**config.mk**
```make
export PLATFORM = sky130hd
export DESIGN_NAME = pdt_timer
export DESIGN_NICKNAME = d
export VERILOG_FILES = /design/src/pdt_pkg.sv /design/src/pdt_pre_if.sv /design/src/pdt_prescaler.sv /design/src/pdt_timer.sv
export SDC_FILE = /design/constraint.sdc
export NUM_CORES = 1
export LEC_CHECK = 0
export BUFFER_PORTS_ARGS = -buffer_cell sky130_fd_sc_hd__buf_2
export CORE_ASPECT_RATIO = 1.5
export CORE_MARGIN = 5
export CORE_UTILIZATION = 41
export DETAILED_ROUTE_END_ITERATION = 16
export GPL_TIMING_DRIVEN = 0
export HOLD_SLACK_MARGIN = 0.06
export PLACE_DENSITY = 0.66
export SETUP_SLACK_MARGIN = 0.05
export SYNTH_ARGS = -nofsm -noshare
export SYNTH_HDL_FRONTEND = slang
export SYNTH_SLANG_ARGS = --single-unit
```
**constraint.sdc**
```tcl
create_clock -name clk_sys -period 3.5 [get_ports clk_sys]
set_input_delay 0.35 -clock clk_sys [delete_from_list [all_inputs] [get_ports clk_sys]]
set_output_delay 0.35 -clock clk_sys [all_outputs]
set_load 0.02 [all_outputs]
```
**src/pdt_pkg.sv**
```systemverilog
// pdt_pkg: constants, register map, enumerations and state layouts of the prescaled down counter timer
// assumes a single clk_sys domain at 20 MHz and an APB slave port with 8-bit byte addresses
package pdt_pkg;

  ////////////////////////////////////////////////////////////////////////////////
  // widths
  localparam int PDT_ADDR_W = 8;
  localparam int PDT_DATA_W = 32;
  localparam int PDT_CNT_W = 8;
  localparam int PDT_PRE_W = 7;
  localparam int PDT_SEL_W = 3;
  localparam int PDT_EVT_W = 2;

  ////////////////////////////////////////////////////////////////////////////////
  // register indices; byte address is four times the index
  localparam logic [7:0] PDT_IDX_TDR = 8'h08;
  localparam logic [7:0] PDT_IDX_TCR = 8'h09;
  localparam logic [7:0] PDT_IDX_EVT = 8'h0A;
  localparam logic [7:0] PDT_IDX_EMSK = 8'h0B;
  localparam logic [7:0] PDT_ADDR_TDR = 8'(PDT_IDX_TDR * 4);
  localparam logic [7:0] PDT_ADDR_TCR = 8'(PDT_IDX_TCR * 4);
  localparam logic [7:0] PDT_ADDR_EVT = 8'(PDT_IDX_EVT * 4);
  localparam logic [7:0] PDT_ADDR_EMSK = 8'(PDT_IDX_EMSK * 4);

  ////////////////////////////////////////////////////////////////////////////////
  // timer_control field positions
  localparam int PDT_TCR_FLAG = 7;
  localparam int PDT_TCR_BLOCK = 6;
  localparam int PDT_TCR_SRC = 5;
  localparam int PDT_TCR_PIN = 4;
  localparam int PDT_TCR_CLR = 3;
  localparam int PDT_TCR_SEL_HI = 2;
  localparam int PDT_TCR_SEL_LO = 0;

  // event status / mask bit positions
  localparam int PDT_EVT_ZERO = 0;
  localparam int PDT_EVT_WRAP = 1;

  ////////////////////////////////////////////////////////////////////////////////
  // reset values
  localparam logic PDT_FLAG_RST = 1'b0;
  localparam logic PDT_BLOCK_RST = 1'b1;
  localparam logic PDT_SRC_RST = 1'b0;
  localparam logic PDT_PIN_RST = 1'b0;
  localparam logic [PDT_SEL_W-1:0] PDT_SEL_RST = 3'h0;
  localparam logic [PDT_EVT_W-1:0] PDT_EVT_RST = 2'h0;
  localparam logic [PDT_EVT_W-1:0] PDT_EMSK_RST = 2'h0;
  localparam logic [PDT_PRE_W-1:0] PDT_PRE_RST = 7'h00;

  ////////////////////////////////////////////////////////////////////////////////
  // timing: phase-two clock is the system clock divided by four
  localparam int PDT_CLK_HZ = 20_000_000;
  localparam int PDT_P2_DIV = 4;
  localparam logic [1:0] PDT_P2_LAST = 2'(PDT_P2_DIV - 1);

  ////////////////////////////////////////////////////////////////////////////////
  // enumerations
  typedef enum logic [1:0] {
    PDT_APB_IDLE = 2'b00,
    PDT_APB_DONE = 2'b01
  } pdt_apb_e;

  // index is {source_select, pin_input_enable}
  typedef enum logic [1:0] {
    PDT_MODE_INT = 2'b00,
    PDT_MODE_GATED = 2'b01,
    PDT_MODE_OFF = 2'b10,
    PDT_MODE_EXT = 2'b11
  } pdt_mode_e;

  typedef enum logic [2:0] {
    PDT_REG_NONE = 3'h0,
    PDT_REG_TDR = 3'h1,
    PDT_REG_TCR = 3'h2,
    PDT_REG_EVT = 3'h3,
    PDT_REG_EMSK = 3'h4
  } pdt_reg_e;

  ////////////////////////////////////////////////////////////////////////////////
  // state layouts
  typedef struct packed {
    logic [PDT_PRE_W-1:0] cnt;
  } pdt_pre_s;

  typedef struct packed {
    pdt_apb_e apb;
    logic pready;
    logic pslverr;
    logic [PDT_DATA_W-1:0] prdata;
    logic flag;
    logic block;
    logic src;
    logic pin_en;
    logic [PDT_SEL_W-1:0] sel;
    logic [PDT_CNT_W-1:0] count;
    logic [PDT_EVT_W-1:0] evt;
    logic [PDT_EVT_W-1:0] emsk;
    logic [1:0] p2_div;
    logic pin_prev;
    logic timer_irq;
    logic evt_irq;
  } pdt_state_s;

  // reset image; the count field is carried through untouched
  function automatic pdt_state_s pdt_reset_state(input logic [PDT_CNT_W-1:0] keep_count);
    pdt_state_s s;
    s = '0;
    s.apb = PDT_APB_IDLE;
    s.flag = PDT_FLAG_RST;
    s.block = PDT_BLOCK_RST;
    s.src = PDT_SRC_RST;
    s.pin_en = PDT_PIN_RST;
    s.sel = PDT_SEL_RST;
    s.evt = PDT_EVT_RST;
    s.emsk = PDT_EMSK_RST;
    s.count = keep_count;
    return s;
  endfunction : pdt_reset_state

endpackage : pdt_pkg

```
**src/pdt_pre_if.sv**
```systemverilog
// pdt_pre_if: signals between the timer core and its prescaler
// assumes both ends run on clk_sys
`timescale 1ns/1ps
`default_nettype none
interface pdt_pre_if;
  logic src_tick;
  logic clear;
  logic [2:0] sel;
  logic div_tick;
  modport ctrl (output src_tick, output clear, output sel, input div_tick);
  modport pre (input src_tick, input clear, input sel, output div_tick);
endinterface : pdt_pre_if
`default_nettype wire

```
**src/pdt_prescaler.sv**
```systemverilog
// pdt_prescaler: 7-bit prescaler with eight selectable power-of-two taps
// assumes src_tick is a one-cycle pulse per rising edge of the chosen source
`timescale 1ns/1ps
`default_nettype none
module pdt_prescaler (
  input wire logic clk_sys,
  input wire logic srst,
  pdt_pre_if.pre pif
);
  import pdt_pkg::*;

  pdt_pre_s pre_reg;
  pdt_pre_s pre_next;
  logic [PDT_PRE_W-1:0] tap_mask;

  ////////////////////////////////////////////////////////////////////////////////
  // low bits that must all be ones for the selected ratio
  genvar gi;
  generate
    for (gi = 0; gi < PDT_PRE_W; gi++) begin : g_tap
      assign tap_mask[gi] = (gi < int'(pif.sel));
    end
  endgenerate

  // ratio is two to the power of sel; sel zero passes every source edge
  assign pif.div_tick = pif.src_tick & ~pif.clear & (&(pre_reg.cnt | ~tap_mask));

  always_comb begin
    pre_next = pre_reg;
    if (pif.clear) begin
      pre_next.cnt = PDT_PRE_RST;
    end else if (pif.src_tick) begin
      pre_next.cnt = pre_reg.cnt + 7'h01;
    end
  end

  always_ff @(posedge clk_sys) begin
    if (srst) begin
      pre_reg.cnt <= PDT_PRE_RST;
    end else begin
      pre_reg <= pre_next;
    end
  end

endmodule : pdt_prescaler
`default_nettype wire

```
**src/pdt_timer.sv**
```systemverilog
// pdt_timer: prescaled 8-bit down counter timer with APB register access
// assumes APB master on clk_sys; timer_pin and cpu_int_mask are synchronous to clk_sys
//
// What this block does
// - 8-bit loadable counter, clocked by 7-bit prescaler output, counts down.
// - counter reaching zero sets the request flag, timer_control bit 7.
// - request set only on the step from one to zero.
// - bit 6 blocks the interrupt; core sees it only with global mask clear.
// - flag cleared by reset or by writing zero to it.
// - writing one to bit 3 clears the prescaler; bit 3 reads zero.
// - counter wraps from zero to all ones and keeps counting.
// - counter readable any time without disturbing the count.
// - reset leaves the counter value unchanged.
// - bits 5,4 = 00: internal clock, pin ignored, runs during wait.
// - bits 5,4 = 01: internal clock gated by the pin being high.
// - bits 5,4 = 10: no prescaler input, timer stopped.
// - bits 5,4 = 11: prescaler counts rising edges of the pin.
// - internal clock is the system clock divided by four.
// - bits 2..0 select divide ratio two to the field value.
// - prescaler and counter advance on rising edge of the source.
// - a write loads the counter, which then counts down from it.
//
// Added by the designer: register access over APB.
`timescale 1ns/1ps
`default_nettype none
module pdt_timer (
  input wire logic clk_sys,
  input wire logic srst,
  input wire logic psel,
  input wire logic penable,
  input wire logic pwrite,
  input wire logic [pdt_pkg::PDT_ADDR_W-1:0] paddr,
  input wire logic [pdt_pkg::PDT_DATA_W-1:0] pwdata,
  input wire logic [3:0] pstrb,
  output logic [pdt_pkg::PDT_DATA_W-1:0] prdata,
  output logic pready,
  output logic pslverr,
  input wire logic timer_pin,
  input wire logic cpu_int_mask,
  output logic timer_irq,
  output logic evt_irq
);
  import pdt_pkg::*;

  ////////////////////////////////////////////////////////////////////////////////
  // decode

  function automatic pdt_reg_e pdt_decode(input logic [PDT_ADDR_W-1:0] addr);
    pdt_reg_e r;
    case (addr)
      PDT_ADDR_TDR: r = PDT_REG_TDR;
      PDT_ADDR_TCR: r = PDT_REG_TCR;
      PDT_ADDR_EVT: r = PDT_REG_EVT;
      PDT_ADDR_EMSK: r = PDT_REG_EMSK;
      default: r = PDT_REG_NONE;
    endcase
    return r;
  endfunction : pdt_decode

  function automatic logic [PDT_DATA_W-1:0] pdt_widen(input logic [7:0] v);
    return {24'h000000, v};
  endfunction : pdt_widen

  ////////////////////////////////////////////////////////////////////////////////
  // state

  pdt_state_s state_reg;
  pdt_state_s state_next;

  pdt_pre_if pif ();

  pdt_prescaler u_prescaler (
    .clk_sys(clk_sys),
    .srst(srst),
    .pif(pif)
  );

  pdt_reg_e acc_reg_sel;
  logic acc_done;
  logic wr_done;
  logic rd_done;
  logic lane0;
  logic p2_tick;
  logic pin_rise;
  pdt_mode_e mode;
  logic wr_tcr;
  logic wr_tdr;
  logic wr_evt_mask;
  logic rd_evt;
  logic zero_hit;
  logic wrap_hit;
  logic [PDT_EVT_W-1:0] evt_set;
  logic [PDT_EVT_W-1:0] evt_clr;
  logic [7:0] tcr_view;

  ////////////////////////////////////////////////////////////////////////////////
  // bus qualification

  assign acc_reg_sel = pdt_decode(paddr);
  // transfer completes on the edge where pready stands high in the access phase
  assign acc_done = psel & penable & state_reg.pready;
  assign wr_done = acc_done & pwrite;
  assign rd_done = acc_done & ~pwrite;
  assign lane0 = pstrb[0];
  assign wr_tcr = wr_done & lane0 & (acc_reg_sel == PDT_REG_TCR);
  assign wr_tdr = wr_done & lane0 & (acc_reg_sel == PDT_REG_TDR);
  assign wr_evt_mask = wr_done & lane0 & (acc_reg_sel == PDT_REG_EMSK);
  assign rd_evt = rd_done & (acc_reg_sel == PDT_REG_EVT);

  ////////////////////////////////////////////////////////////////////////////////
  // clock source selection

  // one pulse every fourth system clock stands for the phase-two rising edge
  assign p2_tick = (state_reg.p2_div == PDT_P2_LAST);
  assign pin_rise = timer_pin & ~state_reg.pin_prev;
  assign mode = pdt_mode_e'({state_reg.src, state_reg.pin_en});

  always_comb begin
    case (mode)
      PDT_MODE_INT: pif.src_tick = p2_tick;
      PDT_MODE_GATED: pif.src_tick = p2_tick & timer_pin;
      PDT_MODE_OFF: pif.src_tick = 1'b0;
      PDT_MODE_EXT: pif.src_tick = pin_rise;
      default: pif.src_tick = 1'b0;
    endcase
  end

  // write of one to the clear bit resets the prescaler on that edge
  assign pif.clear = wr_tcr & pwdata[PDT_TCR_CLR];
  assign pif.sel = state_reg.sel;

  ////////////////////////////////////////////////////////////////////////////////
  // counter events

  // a load in the same cycle takes precedence over the step
  assign zero_hit = pif.div_tick & ~wr_tdr & (state_reg.count == 8'h01);
  assign wrap_hit = pif.div_tick & ~wr_tdr & (state_reg.count == 8'h00);

  always_comb begin
    evt_set = '0;
    evt_set[PDT_EVT_ZERO] = zero_hit;
    evt_set[PDT_EVT_WRAP] = wrap_hit;
  end

  // reading the event register clears the bits it holds while pready is high, one edge after prdata sampled them
  assign evt_clr = rd_evt ? state_reg.evt : '0;

  // clear bit always reads back as zero
  assign tcr_view = {state_reg.flag, state_reg.block, state_reg.src, state_reg.pin_en,
                     1'b0, state_reg.sel};

  ////////////////////////////////////////////////////////////////////////////////
  // next state

  always_comb begin
    state_next = state_reg;

    // phase-two divider and pin edge history
    state_next.p2_div = state_reg.p2_div + 2'h1;
    state_next.pin_prev = timer_pin;

    // counter: load wins over a step; count keeps running through core wait
    if (wr_tdr) begin
      state_next.count = pwdata[PDT_CNT_W-1:0];
    end else if (pif.div_tick) begin
      state_next.count = state_reg.count - 8'h01;
    end

    // request flag: hardware set wins over a software write of zero
    if (zero_hit) begin
      state_next.flag = 1'b1;
    end else if (wr_tcr & ~pwdata[PDT_TCR_FLAG]) begin
      state_next.flag = 1'b0;
    end

    // control fields
    if (wr_tcr) begin
      state_next.block = pwdata[PDT_TCR_BLOCK];
      state_next.src = pwdata[PDT_TCR_SRC];
      state_next.pin_en = pwdata[PDT_TCR_PIN];
      state_next.sel = pwdata[PDT_TCR_SEL_HI:PDT_TCR_SEL_LO];
    end

    // sticky events, read to clear, set wins
    state_next.evt = (state_reg.evt & ~evt_clr) | evt_set;
    if (wr_evt_mask) begin
      state_next.emsk = pwdata[PDT_EVT_W-1:0];
    end

    // bus answer: one wait state, then pready for one cycle
    case (state_reg.apb)
      PDT_APB_IDLE: begin
        state_next.pready = 1'b0;
        state_next.pslverr = 1'b0;
        if (psel & penable) begin
          state_next.apb = PDT_APB_DONE;
          state_next.pready = 1'b1;
          state_next.pslverr = (acc_reg_sel == PDT_REG_NONE);
          state_next.prdata = '0;
          if (~pwrite) begin
            case (acc_reg_sel)
              PDT_REG_TDR: state_next.prdata = pdt_widen(state_reg.count);
              PDT_REG_TCR: state_next.prdata = pdt_widen(tcr_view);
              PDT_REG_EVT: state_next.prdata = pdt_widen({6'h00, state_reg.evt});
              PDT_REG_EMSK: state_next.prdata = pdt_widen({6'h00, state_reg.emsk});
              default: state_next.prdata = '0;
            endcase
          end
        end
      end
      PDT_APB_DONE: begin
        state_next.apb = PDT_APB_IDLE;
        state_next.pready = 1'b0;
        state_next.pslverr = 1'b0;
        // read data stands only with pready
        state_next.prdata = '0;
      end
      default: begin
        state_next.apb = PDT_APB_IDLE;
        state_next.pready = 1'b0;
        state_next.pslverr = 1'b0;
        state_next.prdata = '0;
      end
    endcase

    // interrupt outputs follow the new flag and masks in the same edge
    state_next.timer_irq = state_next.flag & ~state_next.block & ~cpu_int_mask;
    state_next.evt_irq = |(state_next.evt & state_next.emsk);
  end

  ////////////////////////////////////////////////////////////////////////////////
  // registers

  always_ff @(posedge clk_sys) begin
    if (srst) begin
      state_reg <= pdt_reset_state(state_reg.count);
    end else begin
      state_reg <= state_next;
    end
  end

  ////////////////////////////////////////////////////////////////////////////////
  // outputs

  assign prdata = state_reg.prdata;
  assign pready = state_reg.pready;
  assign pslverr = state_reg.pslverr;
  assign timer_irq = state_reg.timer_irq;
  assign evt_irq = state_reg.evt_irq;

endmodule : pdt_timer
`default_nettype wire

```
* Word level (Yosys, flattened, before mapping)
Index checks and enable logic that the tools add are counted.
W data, S select, Z words.
** Cells by class
- Add/subtract/negate cells :: 3
- Magnitude comparators :: 7
- Eq/ne operators :: 13
- Multiplexer cells :: 12
- Bitwise operators :: 36
- Reductions and logical operators :: 11
** Operators with widths (number)
- $mux W34 :: 1
- $eq A8 B6 Y1 const B :: 4
- $pmux W8 S4 :: 1
- $mux W8 :: 3
- $and A1 B1 Y1 :: 20
- $pmux W3 S4 :: 1
- $not A1 Y1 :: 10
- $lt A3 B3 Y1 const A :: 3
- $eq A8 B1 Y1 const B :: 1
- $logic_not A8 Y1 :: 1
- $sub A8 B1 Y8 const B :: 1
- $add A7 B1 Y7 const B :: 1
- $not A7 Y7 :: 1
- $or A7 B7 Y7 :: 1
- $reduce_and A7 Y1 :: 1
- $eq A2 B2 Y1 const B :: 3
- $eq A3 B2 Y1 const B :: 2
- $lt A1 B3 Y1 const A :: 2
- $lt A2 B3 Y1 const A :: 2
- $mux W6 :: 1
- $reduce_or A2 Y1 :: 3
- $and A2 B2 Y2 :: 2
- $logic_not A2 Y1 :: 2
- $mux W2 :: 2
- 12 further kinds :: 13
** Storage, ports and cells
- Flip-flop bits (word level) :: 66
- Bits of input ports :: 51
- Output and inout bits :: 36
- Logic and storage cells :: 99

* Logic depth before layout (Yosys ltp)
- Word-level depth :: 14
- Depth in mapped cells :: 7

* By module
A second synthesis with hierarchy kept.
** Second synthesis, totals
- Cells, all modules :: 239
- Area total of the unflattened synthesis :: 2200.9 um^2
** By module, submodules not included
- pdt_timer :: times used 1, cells each 197, area an instance 1849.3 um^2, seq. area each 780.7 um^2
- pdt_prescaler :: times used 1, cells each 42, area an instance 351.6 um^2, seq. area each 140.1 um^2

* Worst setup path before layout
Ideal clock, no wire load.
- Path kind :: input -> register
- Start :: in paddr[4] (netlist name)
- End :: reg state_reg[10] (netlist name) (enable)
- Arrival :: 2.145 ns
- Data required time :: 3.125 ns
- Path slack :: 0.980 ns
- Stages :: 5
- Buffers on the path :: 1
- Path through :: or4b_4 nor4_4 nand4_2 clkbuf_1 a21oi_1
** Between the ends
- Longest elaborated chain between the ends :: 10
** RTL lines
- from (decl) :: RTL line pdt_timer.sv:32 : input wire logic [pdt_pkg::PDT_ADDR_W-1:0] paddr,
- $eq A8 B6 Y1 :: RTL line pdt_timer.sv:50 : case (addr)
- $pmux W3 S4 (*) :: RTL line pdt_timer.sv:50
- $eq A3 B2 Y1 :: RTL line pdt_timer.sv:105 : assign wr_tcr = wr_done & lane0 & (acc_reg_sel == PDT_REG_TCR);
- $and A1 B1 Y1 :: RTL line pdt_timer.sv:105
- $and A1 B1 Y1 :: RTL line pdt_timer.sv:129 : assign pif.clear = wr_tcr & pwdata[PDT_TCR_CLR];
- $not A1 Y1 :: RTL line pdt_prescaler.sv:26 : assign pif.div_tick = pif.src_tick & ~pif.clear & (&(pre_reg.cnt | ~tap_mask));
- $and A1 B1 Y1 (2 in series) :: RTL line pdt_prescaler.sv:26
- $reduce_bool A2 Y1 (no source line) (*)
- $reduce_and A2 Y1 (no source line) (*)
- to (signal assigned) :: RTL line pdt_timer.sv:236 : state_reg <= pdt_reset_state(state_reg.count);
- to (signal assigned) :: RTL line pdt_timer.sv:238 : state_reg <= state_next;
- to (decl) :: RTL line pdt_timer.sv:67 : pdt_state_s state_reg;
Mark *: on every way between the ends. The rest lies on a longest branch, timed or not.
A chain may end at the register's enable or synchronous reset.

* Worst setup path in the final report
- Start :: in paddr[4] (netlist name)
- End :: reg state_reg[13] (netlist name) (enable)
Same word-level chain as after synthesis.

==> flow_summary.yaml <==
run_status:
  status: "finished clean"
timing:
  hold_viol: 0
  maxSlewHeadroom_pct: 46.1
  min_period_ps: 2760
  setup_viol: 0
  hold_slack_ps: 223
  grt_setup_unrepaired: "false"
  fmax_mhz: 363
  finalSetupTns_ps: 0
  skew_ps: 6.06
  fin_ws_ps: 742
  post-route-period-util_pct: 78.8
  worst_pin_slew_ps: 808
  slew_viol_final: 0
yosys:
  synth_largest_area_cell: "dfxtp_1"
  ys_types: 46
  syn_inst: 237
  synth_ff_type: "dfxtp_1"
  yosysTopAreaCellShare_pct: 30.7
  ys_seq_elements: 42
  synth.most_common_cell: "dfxtp_1"
  synth-edff-count: 8
  ys_async_sr_fraction_pct: 0
  ys_seq_area_share_pct: 41.5
  syn_area_per_cell_um2: 9.35
  syn-cell-area_mm2: 0.00222
  yosys-top-cells-area: "dfxtp_1, buf_4, edfxtp_1"
  netlist_top_cells_count: "dfxtp_1, buf_4, nor2_1, nand2_1, a21oi_1"
  ys_warn_count: 0
floorplanning:
  row_count: 32
  start_util_pct: 42.6
  core_area_mm2: 0.00520
  die_x_um: 70.0
  die_h_um: 100
  io_pins: 87
  die_area_mm2: 0.00701
clock_network:
  cts_hold_buf: 0
  cts_tree: "done"
  cts-root-buf: "clkbuf_8"
  clock_latency_ps: 300
  cts_buffers: 5
  cts_setup_buffers: 0
  cts_max_path_buffers: 2
  cts_resized: 0
  htreeDepth: 2
  clkTransAtPathRegs_ps: 80
  clock-sinks: 42
power_and_ir_drop:
  combPwrFrac_pct: 11.1
  power_frac_clock_pct: 33.7
  switchingPower_uw: 234
  p_leak_uw: 0.00118
  p_per_area_mw_per_mm2: 344
  vdd.ir_drop.worst_mv: 0.213
  p_seq_share_pct: 55.2
  intPower_uw: 677
  p_sw_share_pct: 25.7
grt:
  grt_pass1_vias: 1673
  grt_max_degree: 14
  grt_pass1_wl_mm: 7.60
  antenna_found_initial: 0
  grt-ovfl-total: 0
  grt.total_usage_pct: 13.7
job:
  drv_cap: 0
detailed_routing:
  drcViolationCount: 0
  viasPerCell: 4.67
  dr.pass1.iters: 4
  routedWlPerCell_um: 12.5
  vias: 1729
  drtIter0Drc: 58
  drt-total-wl_mm: 4.61
  final_antenna_net_count: 0
worst_setup_path:
  worstSetupPathType: "primary input to register"
  critical_path_arrival_ps: 2690
  critPathLaunchType: "primary input"
  crit_path_max_fanout: 10
  cp.required_ps: 3430
  r2r_setup_slack_ps: 1050
  end_kind: "register"
place:
  place_ws_ps: 361
  gp_congestion: 0.784
  hpwl_mm: 3.67
  numPortBuffers: 34
  placed_area_mm2: 0.00256
final_layout:
  seqCellArea_um2: 921
  multiInputGateArea_mm2: 0.00110
  fillers: 527
  largest_reg_flops: 18
  syn_to_final_growth_pct: 19.2
  drive_above_1_share_pct: 29.5
  design_area_mm2: 0.00264
  antenna-diode-count: 0
  fin_nets: 356
hold_path:
  min_path_type: "primary input to register"
==> final cells by class <==
class	instances	share of cell area [%]
plain buffers	38	9.94
clock buffers	5	2.60
clock inverters	3	0.615
inverters	4	0.568
multi-input cells	176	41.8
flip-flops and latches	42	34.8
well taps	68	3.22
repair buffers	34	6.44
==> power by group through the flow <==
stage,logic [uW],registers [uW],clock network [uW]
finish,101,502,307
global route,112,503,333
CTS,101,502,313
detailed placement,101,514,0
global placement,99.4,513,0
floorplan,72.5,514,0
==> layer usage <==
metal | vias up | global-route usage, % | wire (um)
met5 | - | 0 | 0
met4 | 0 | 6.34 | 108
met3 | 7 | 4.11 | 324
met2 | 53 | 24.8 | 2390
met1 | 781 | 14.6 | 1790
li1 | 888 | - | -
==> layout by cell type, fill, tap and decap left out, types with 6 or more instances in the layout <==
cell type,instances
dfxtp_1,34
buf_2,34
nor2_1,32
buf_4,32
conb_1,24
nand2_1,17
a21oi_1,16
edfxtp_1,8
xnor2_1,7
clkbuf_1,6
nor2b_1,6
mux2i_1,6
==> kinds of logic (layout without fill, tap and decap cells) <==
family                     count (synthesis)  after routing  synth area share (%)
and+or+nand+nor                           89             89                  21.6
DFF                                       42             42                  41.5
buffers and inverters                     42             84                  12.5
AOI/OAI and AO/OA                         34             34                  9.88
muxes                                     13             13                  7.28
xor gates and xnor gates                  12             12                  4.74
adders and majority gates                  4              4                  2.26
other                                      1             24                 0.169
==> path summary, 6_finish.rpt <==
path | start | endpoint | cells after the start
min | cpu_int_mask | timer_irq | 2
min reg2reg | state_reg[3] | state_reg[3] | 1
max reg2reg | state_reg[3] | state_reg[13] | 6
max | paddr[4] | state_reg[13] | 6
==> stage by stage <==
step / power [uW] / std cells / util, %
floorplan: 586 / 260 / -
global placement: 613 / 362 / 49.2
detailed placement: 615 / 362 / 49.2
CTS: 916 / 370 / 50.8
global route: 949 / 370 / 50.8
finish: 911 / 370 / 50.8
==> critical path, stage by stage <==
cell and delay [ps]:
buf_2 100, or4b_4 560, nor4_4 360, nand4_2 310, clkbuf_1 310, a21oi_1 690
No activity file was read; power rests on OpenSTA's default activity.
